<file path="config.mk">
export PLATFORM = sky130hd
export DESIGN_NAME = host_bus_port
export DESIGN_NICKNAME = d
export VERILOG_FILES = /design/src/common/host_port_pkg.sv /design/src/core/host_bus_port.sv /design/src/core/pin_sync.sv
export SDC_FILE = /design/constraint.sdc
export NUM_CORES = 1
export LEC_CHECK = 0
export BUFFER_PORTS_ARGS = -buffer_cell sky130_fd_sc_hd__buf_2
export CORE_ASPECT_RATIO = 1.5
export CORE_MARGIN = 2
export CORE_UTILIZATION = 35
export CTS_CLUSTER_DIAMETER = 50
export CTS_CLUSTER_SIZE = 8
export DETAILED_ROUTE_END_ITERATION = 6
export SETUP_SLACK_MARGIN = 0.1
export SYNTH_ARGS = -nofsm -noshare
export SYNTH_HDL_FRONTEND = slang
export SYNTH_SLANG_ARGS = --single-unit
</file>
<file path="constraint.sdc">
create_clock -name sys_clk_i -period 1.8 [get_ports sys_clk_i]
set_input_delay 0.36 -clock sys_clk_i [delete_from_list [all_inputs] [get_ports sys_clk_i]]
set_output_delay 0.36 -clock sys_clk_i [all_outputs]
set_load 0.1 [all_outputs]
</file>
<file path="src/common/host_port_pkg.sv">
/*
 * Shared constants and types for the 16-bit generic host bus port.
 * Assumes it is compiled before every design file that uses it.
 */
package host_port_pkg;

   localparam int ADDR_W = 18;
   localparam int DATA_W = 16;
   localparam int BE_W   = 2;

   // -----------------------------------------------------------------
   // Strap encodings
   // -----------------------------------------------------------------
   localparam logic ENDIAN_LITTLE = 1'h0;
   localparam logic STALL_ACT_HI  = 1'h1;
   localparam logic DIV_TWO_TO_ONE = 1'h1;
   localparam logic SEL_REGISTERS = 1'h0;

   // -----------------------------------------------------------------
   // Pin synchroniser layout and reset wait
   // -----------------------------------------------------------------
   localparam int SYNC_W         = 43;
   localparam logic [1:0] STRAP_WAIT = 2'h2;

   typedef enum logic [1:0] {
      ST_IDLE   = 2'b00,
      ST_ARB    = 2'b01,
      ST_ACCESS = 2'b10,
      ST_HOLD   = 2'b11
   } port_state_type;

   typedef struct packed {
      logic              we;
      logic              mem;
      logic [ADDR_W-1:0] addr;
      logic [DATA_W-1:0] wdata;
      logic [BE_W-1:0]   be;
   } access_cmd_type;

endpackage : host_port_pkg

</file>
<file path="src/core/host_bus_port.sv">
/*
 * Host bus slave port in the 16-bit generic second mode, with strap latch,
 * byte steering, arbitration against display refresh and stall generation.
 * Assumes the back end answers each acc_req_o with one acc_ack_i pulse, and
 * that all pins are asynchronous to sys_clk_i.
 */
`timescale 1ns/1ns
// What this block does
// Processor drives select low for device region
// Processor lowers read or write strobe
// High-byte enable low means sixteen-bit transfer
// Processor reserves region with select and ready
// Select, shared high strobe, separate low strobes
// Latch straps at reset release, then serve
// Address and data pins connect directly
// Endian strap orders bytes, little endian here
// Select asserted for every device access
// Memory/register input steers buffer or registers
// High strobe with address bit 0 picks lanes
// Processor holds write strobe during write
// Processor holds read strobe during read
// Stall until read valid or write accepted
// Arbitrate against refresh, stall until granted
// Ignore bus-start and direction inputs
// Bus and memory clocks derive from host clock
// Stall polarity strap: one high, zero low
// Clock divide strap: high 2:1, low 1:1
// Select low registers, high display buffer
// Data valid before stall release, float after; here read data drives on the same sys_clk_i edge that releases stall
module host_bus_port (
   input  wire logic                                 sys_clk_i,
   input  wire logic                                 sys_rst_i,
   input  wire logic                                 host_clock_in,
   input  wire logic                                 chip_select_in_n,
   input  wire logic                                 mem_reg_select_in,
   input  wire logic [host_port_pkg::ADDR_W-1:0]     host_address_in,
   input  wire logic [host_port_pkg::DATA_W-1:0]     host_data_i,
   output logic      [host_port_pkg::DATA_W-1:0]     host_data_o,
   output logic                                      host_data_oe_o,
   input  wire logic                                 high_byte_strobe_n,
   input  wire logic                                 low_byte_write_strobe_n,
   input  wire logic                                 read_strobe_in_n,
   input  wire logic                                 bus_start_in_n,
   input  wire logic                                 read_write_in_n,
   output logic                                      stall_pin_o,
   input  wire logic                                 endian_strap,
   input  wire logic                                 stall_polarity_strap,
   input  wire logic                                 clock_divide_strap,
   output logic                                      bus_clk_o,
   output logic                                      mem_clk_o,
   output logic                                      port_ready_o,
   input  wire logic                                 refresh_req_i,
   output logic                                      acc_req_o,
   output host_port_pkg::access_cmd_type             acc_cmd_o,
   input  wire logic                                 acc_ack_i,
   input  wire logic [host_port_pkg::DATA_W-1:0]     acc_rdata_i
);

   // -----------------------------------------------------------------
   // Pin synchronisers
   // -----------------------------------------------------------------
   // Bus-start and direction pins are left unread in this mode.
   logic [host_port_pkg::SYNC_W-1:0] pins_s;
   logic                             hc_s;
   logic                             cs_s_n;
   logic                             rd_s_n;
   logic                             we0_s_n;
   logic                             we1_s_n;
   logic                             mr_s;
   logic [host_port_pkg::ADDR_W-1:0] addr_s;
   logic [host_port_pkg::DATA_W-1:0] data_s;
   logic [2:0]                       strap_s;

   pin_sync #(.W(host_port_pkg::SYNC_W), .RST_VAL('1)) u_sync (
      .sys_clk_i (sys_clk_i),
      .sys_rst_i (sys_rst_i),
      .pins_i    ({host_clock_in, chip_select_in_n, read_strobe_in_n,
                   low_byte_write_strobe_n, high_byte_strobe_n, mem_reg_select_in,
                   host_address_in, host_data_i,
                   endian_strap, stall_polarity_strap, clock_divide_strap}),
      .sync_o    (pins_s)
   );

   assign {hc_s, cs_s_n, rd_s_n, we0_s_n, we1_s_n, mr_s, addr_s, data_s, strap_s} = pins_s;

   function automatic logic [host_port_pkg::DATA_W-1:0] lane_swap(
      input logic [host_port_pkg::DATA_W-1:0] d, input logic big);
      lane_swap = big ? {d[7:0], d[15:8]} : d;
   endfunction : lane_swap

   // -----------------------------------------------------------------
   // Strap latch and clock derivation
   // -----------------------------------------------------------------
   logic [1:0] wait_cnt_r, wait_cnt_nxt;
   logic       latched_r, latched_nxt;
   logic       big_r, big_nxt;
   logic       pol_r, pol_nxt;
   logic       div_r, div_nxt;
   logic       hc_d_r, hc_d_nxt;
   logic       bus_clk_nxt;
   logic       hc_rise;

   always_comb begin
      wait_cnt_nxt = wait_cnt_r;
      latched_nxt  = latched_r;
      big_nxt      = big_r;
      pol_nxt      = pol_r;
      div_nxt      = div_r;
      hc_d_nxt     = hc_s;
      hc_rise      = hc_s & ~hc_d_r;
      // Waiting out the synchroniser keeps the reset value of its flops
      // from being taken for a strap level.
      if (!latched_r) begin
         if (wait_cnt_r == host_port_pkg::STRAP_WAIT) begin
            latched_nxt = 1'h1;
            big_nxt     = (strap_s[2] != host_port_pkg::ENDIAN_LITTLE);
            pol_nxt     = strap_s[1];
            div_nxt     = strap_s[0];
         end else begin
            wait_cnt_nxt = wait_cnt_r + 2'h1;
         end
      end
      if (div_r == host_port_pkg::DIV_TWO_TO_ONE) begin
         bus_clk_nxt = hc_rise ? ~bus_clk_o : bus_clk_o;
      end else begin
         bus_clk_nxt = hc_s;
      end
   end

   always_ff @(posedge sys_clk_i) begin
      if (sys_rst_i) begin
         wait_cnt_r <= 2'h0;
         latched_r  <= 1'h0;
         big_r      <= 1'h0;
         pol_r      <= 1'h0;
         div_r      <= 1'h0;
         hc_d_r     <= 1'h1;
         bus_clk_o  <= 1'h0;
         mem_clk_o  <= 1'h0;
      end else begin
         wait_cnt_r <= wait_cnt_nxt;
         latched_r  <= latched_nxt;
         big_r      <= big_nxt;
         pol_r      <= pol_nxt;
         div_r      <= div_nxt;
         hc_d_r     <= hc_d_nxt;
         bus_clk_o  <= bus_clk_nxt;
         mem_clk_o  <= bus_clk_nxt;
      end
   end

   // -----------------------------------------------------------------
   // Access state machine
   // -----------------------------------------------------------------
   host_port_pkg::port_state_type state_r, state_nxt;
   host_port_pkg::access_cmd_type cmd_nxt;
   logic                          req_nxt;
   logic                          stall_r, stall_nxt;
   logic                          oe_nxt;
   logic                          stall_pin_nxt;
   logic [host_port_pkg::DATA_W-1:0] rdata_nxt;
   logic                          strobe_on;

   always_comb begin
      state_nxt = state_r;
      cmd_nxt   = acc_cmd_o;
      req_nxt   = 1'h0;
      stall_nxt = stall_r;
      rdata_nxt = host_data_o;
      strobe_on = ~cs_s_n & (~rd_s_n | ~we0_s_n);
      case (state_r)
         host_port_pkg::ST_IDLE: begin
            if (latched_r && strobe_on) begin
               cmd_nxt.we    = ~we0_s_n;
               cmd_nxt.mem   = (mr_s != host_port_pkg::SEL_REGISTERS);
               cmd_nxt.addr  = addr_s;
               // High strobe enables the odd lane, address bit 0 gates the even one.
               cmd_nxt.be    = big_r ? {~addr_s[0], ~we1_s_n}
                                     : {~we1_s_n, ~addr_s[0]};
               cmd_nxt.wdata = lane_swap(data_s, big_r);
               stall_nxt     = 1'h1;
               state_nxt     = host_port_pkg::ST_ARB;
            end
         end
         host_port_pkg::ST_ARB: begin
            if (!refresh_req_i) begin
               req_nxt   = 1'h1;
               state_nxt = host_port_pkg::ST_ACCESS;
            end
         end
         host_port_pkg::ST_ACCESS: begin
            if (acc_ack_i) begin
               rdata_nxt = lane_swap(acc_rdata_i, big_r);
               stall_nxt = 1'h0;
               state_nxt = host_port_pkg::ST_HOLD;
            end
         end
         host_port_pkg::ST_HOLD: begin
            if (!strobe_on) begin
               state_nxt = host_port_pkg::ST_IDLE;
            end
         end
         default: begin
            state_nxt = host_port_pkg::ST_IDLE;
            stall_nxt = 1'h0;
         end
      endcase
      // Read data drives only once it is held, and floats with the strobe.
      oe_nxt = (state_nxt == host_port_pkg::ST_HOLD) && !acc_cmd_o.we;
      stall_pin_nxt = (pol_nxt == host_port_pkg::STALL_ACT_HI) ? stall_nxt : ~stall_nxt;
   end

   always_ff @(posedge sys_clk_i) begin
      if (sys_rst_i) begin
         state_r        <= host_port_pkg::ST_IDLE;
         acc_cmd_o      <= '0;
         acc_req_o      <= 1'h0;
         stall_r        <= 1'h0;
         host_data_o    <= '0;
         host_data_oe_o <= 1'h0;
         stall_pin_o    <= 1'h0;
         port_ready_o   <= 1'h0;
      end else begin
         state_r        <= state_nxt;
         acc_cmd_o      <= cmd_nxt;
         acc_req_o      <= req_nxt;
         stall_r        <= stall_nxt;
         host_data_o    <= rdata_nxt;
         host_data_oe_o <= oe_nxt;
         stall_pin_o    <= stall_pin_nxt;
         port_ready_o   <= latched_nxt;
      end
   end

   // -----------------------------------------------------------------
   // Checks
   // -----------------------------------------------------------------
   chk_stall_held: assert property (@(posedge sys_clk_i) disable iff (sys_rst_i)
      (state_r == host_port_pkg::ST_ARB || state_r == host_port_pkg::ST_ACCESS) |-> stall_r)
      else $error("stall dropped before the access finished");

   chk_refresh_wins: assert property (@(posedge sys_clk_i) disable iff (sys_rst_i)
      (state_r == host_port_pkg::ST_ARB && refresh_req_i) |=> !acc_req_o && stall_r)
      else $error("host access issued during refresh");

   chk_data_first: assert property (@(posedge sys_clk_i) disable iff (sys_rst_i)
      ($fell(stall_r) && !acc_cmd_o.we) |-> host_data_oe_o)
      else $error("stall released before read data was driven");

   chk_float_after: assert property (@(posedge sys_clk_i) disable iff (sys_rst_i)
      (state_r == host_port_pkg::ST_HOLD && cs_s_n) |=> !host_data_oe_o)
      else $error("data bus still driven after select went away");

   chk_latch_first: assert property (@(posedge sys_clk_i) disable iff (sys_rst_i)
      !latched_r |-> state_r == host_port_pkg::ST_IDLE && !host_data_oe_o)
      else $error("access served before straps were latched");

   chk_idle_level: assert property (@(posedge sys_clk_i) disable iff (sys_rst_i)
      ($past(latched_r) && state_r == host_port_pkg::ST_IDLE && !$past(stall_r))
      |-> stall_pin_o == !pol_r)
      else $error("idle stall pin level wrong for strap polarity");

   chk_req_once: assert property (@(posedge sys_clk_i) disable iff (sys_rst_i)
      acc_req_o |=> !acc_req_o ##0 state_r == host_port_pkg::ST_ACCESS)
      else $error("back-end request not a single pulse");

   chk_one_to_one: assert property (@(posedge sys_clk_i) disable iff (sys_rst_i)
      (latched_r && div_r != host_port_pkg::DIV_TWO_TO_ONE && $rose(hc_s)) |=> bus_clk_o)
      else $error("bus clock did not follow host clock at 1:1");

   chk_two_to_one: assert property (@(posedge sys_clk_i) disable iff (sys_rst_i)
      (latched_r && div_r == host_port_pkg::DIV_TWO_TO_ONE && hc_s && !hc_d_r)
      |=> bus_clk_o != $past(bus_clk_o))
      else $error("bus clock did not toggle at 2:1");

   chk_lane_pick: assert property (@(posedge sys_clk_i) disable iff (sys_rst_i)
      (acc_req_o && !big_r) |-> acc_cmd_o.be != 2'h0 || acc_cmd_o.addr[0])
      else $error("no byte lane selected for an even access");

endmodule : host_bus_port

</file>
<file path="src/core/pin_sync.sv">
/*
 * Two-flop synchroniser for a vector of asynchronous pins.
 * Assumes the reader only looks at the second stage.
 */
`timescale 1ns/1ns
module pin_sync #(
   parameter int         W       = 8,
   parameter logic [W-1:0] RST_VAL = '1
) (
   input  wire logic         sys_clk_i,
   input  wire logic         sys_rst_i,
   input  wire logic [W-1:0] pins_i,
   output logic      [W-1:0] sync_o
);

   logic [W-1:0] meta_r;
   logic [W-1:0] meta_nxt;
   logic [W-1:0] sync_nxt;

   always_comb begin
      meta_nxt = pins_i;
      sync_nxt = meta_r;
   end

   always_ff @(posedge sys_clk_i) begin
      if (sys_rst_i) begin
         meta_r <= RST_VAL;
         sync_o <= RST_VAL;
      end else begin
         meta_r <= meta_nxt;
         sync_o <= sync_nxt;
      end
   end

endmodule : pin_sync

</file>
==> reports/results.tsv <==
metric	value	unit
Hold Crit Class	primary input to flop	
site row count	54	
die area	0.0156	mm2
Die Ht	152	um
LEAKAGE	2.65	nW
Post-synth top cells	dfxtp_1, or2_2, nor2_1, nand2_1, mux2i_1	
Fill cells	1415	
Synth Warn #	0	
placed cells	772	
Worst-Margin Slew	0.520	ns
Power Density	1230	mW/mm2
status	complete, no violations	
DR pass1 iterations	6	
Cell variety after synth	30	
WS Path Type	flop to output pin	
Syn Nets	544	
worst hold margin	0.117	ns
Vias/cell	4.36	
DP HPWL	6650	um
RSZ-0062 raised after global routing	no	
most common flop cell mapped by yosys	dfxtp_1	
DR vias	3508	
CP delay by family, top	buffers and inverters	
initial antenna violation count	0	
Rel. slew slack	65.5	%
Min-Delay Endpoint	u_sync.meta_r[21]$_SDFF_PP1_	
type of origin of the critical path	flop	
Clock Skew	0.00888	ns
TritonCTS Buffers	17	
CP max stage cell	buf_2	
crit-path max FO	6	
Reg clk slew, reported paths	0.07	ns
GR Util met3	4.63	%
FF-to-FF path depth	5	
Post-synth EDFFs	0	
later-pin clock latency in the skew report	0.41	ns
sum of negative setup slack	0	ns
final setup violation count	0	
Tmin final	1.61	ns
period utilization	89.4	%
CTS sink cnt	154	
share of post-route cells with drive strength above 1	44.7	%
global-route wire length before repair	15400	um
hold-fix buffers at CTS	0	
PortBufs	122	
Finished Layout Cells	804	
CTS tree	done	
DR WL/cell	11.9	um
register area share after synthesis	60.2	%
asr flop ratio synth	0	%
mapped cell area	0.00512	mm2
Die Span X	103	um
worst reg2reg endpoint	acc_cmd_o[5]$_SDFFE_PP0P_	
grt ovf	0	
CTS Buffer Depth	2	
worst path arrival time	1.25	ns
RePlAce Congestion	0.730	
Total GRT Usage	12.7	%
MaxCap Viol Count	0	
IO Pins	125	
largest stage delay on the critical path	0.45	ns
Final Hold Vio Count	0	
Synth area leader	dfxtp_1	
average size of a mapped cell	10.7	um2
DRT Wirelength	9590	um
count leader, synth	dfxtp_1	
Hold Crit Start	host_address_in[2]	
met2 global-route usage	21.4	%
GRT met1 Usage	14.1	%
largest net degree at the start of global routing	54	
Most Crowded Layer GR	met2	
diode count	0	
Post-Syn Instances	478	
internal reg-to-reg setup slack	0.26	ns
H-tree levels	4	
NumNets Final	661	
setup bufs post-CTS	0	
CP Data Required Time	1.44	ns
Peak supply drop	794	uV
Placeable Area	0.0145	mm2
Crit. End Element	output pin	
Storage cell area	0.00309	mm2
Buf+Inv Stages, Crit Path	1	
area grow syn2layout	27.3	%
synth top area cells	dfxtp_1, or2_2, mux2i_1, a211oi_2, nor2_1	
Fmax	0.622	GHz
RR Startpoint	u_sync.sync_o[40]$_SDFF_PP1_	
Hold Path Stages	2	
vias in the first global route	3314	
#FFs+latches synth	154	
area occupied by multi-input gates	0.00185	mm2
# DRC	0	
Post-DRT Antenna Nets	0	
post-cts sizing count	0	
top-area cell type share of the netlist area	60.2	%
root buf cell	clkbuf_16	
Initial Util	35.4	%
crit-path cells	buf_2	
final slew viol count	0	
Iter 0 DRT Violations	110	
-- state kept, by name, indices dropped and copies added, names as in the netlist --
register        count
u_sync.sync_o      43
pol_r               1
host_data_oe_o      1
host_data_o        16
big_r               1
wait_cnt_r          2
state_r             2
stall_pin_o         1
acc_cmd_o          38
div_r               1
hc_d_r              1
mem_clk_o           1
u_sync.meta_r      43
stall_r             1
port_ready_o        1
acc_req_o           1
-- per-stage QoR --
step	utilization [%]	instance area (um2)	power (mW)	setup WS, ns
after floorplan	-	5120	4.42	0.245
after global placement	41.1	5940	4.61	0.333
after detailed placement	41.1	5940	4.64	0.264
after CTS	45.1	6520	8.14	0.168
after global routing	45.1	6520	8.36	0.133
final	45.1	6520	8.03	0.192
-- where the power goes --
group | internal (mW) | switching (mW) | total (mW)
sequential | 3.57 | 0.0772 | 3.65
combinational | 0.357 | 0.555 | 0.913
clock | 2.00 | 1.47 | 3.47
total | 5.92 | 2.10 | 8.03
-- cells in the final DEF (no fill, tap or decap), drive strengths merged, types with 2 or more instances in the layout --
master  synthesis  layout
a211oi         34      34
a21oi          22      22
a32oi           2       2
buf            19     132
clkbuf         15      18
clkinv          0       4
dfxtp         154     154
inv             1      10
mux2i          37      37
nand2          44      44
nor2           47      47
nor2b           2       2
nor3b           2       2
o21ai           2       2
or2            87      87
-- worst max-delay path by stage --
stage | from | end | slack [ns] | cells after the start
after floorplan | port_ready_o$_SDFF_PP0_ | acc_cmd_o[15]$_SDFFE_PP0P_ | 0.24 | 5
after CTS | port_ready_o$_SDFF_PP0_ | port_ready_o | 0.17 | 1
final | port_ready_o$_SDFF_PP0_ | port_ready_o | 0.19 | 1
after detailed placement | u_sync.sync_o[39]$_SDFF_PP1_ | acc_cmd_o[5]$_SDFFE_PP0P_ | 0.26 | 5
after global placement | u_sync.sync_o[40]$_SDFF_PP1_ | acc_cmd_o[6]$_SDFFE_PP0P_ | 0.33 | 5
after global routing | port_ready_o$_SDFF_PP0_ | port_ready_o | 0.13 | 1
-- cell families after synthesis --
kind of cell / after synthesis / synth area share, %
fa+ha+maj: 1 / 0.244
buf+inv: 35 / 3.71
compound gates: 61 / 9.55
xor+xnor: 2 / 0.342
flops: 154 / 60.2
mux: 37 / 7.23
simple gates: 188 / 18.7
-- layout make-up --
| cell class | instances | share of cell area, % |
|---|---|---|
| multi-input combinational | 289 | 28.4 |
| inverter | 1 | 0.0575 |
| clock buffer | 18 | 6.73 |
| sequential | 154 | 47.3 |
| clock inverter | 14 | 2.26 |
| timing repair buffer | 132 | 11.5 |
| tap | 196 | 3.76 |
-- per-layer routing --
metal | up-vias | wire, um
met5 | - | 0
met4 | 0 | 199
met3 | 15 | 498
met2 | 96 | 4830
met1 | 1591 | 4070
li1 | 1806 | -
Note: power is estimated with default switching activity, not from simulation.
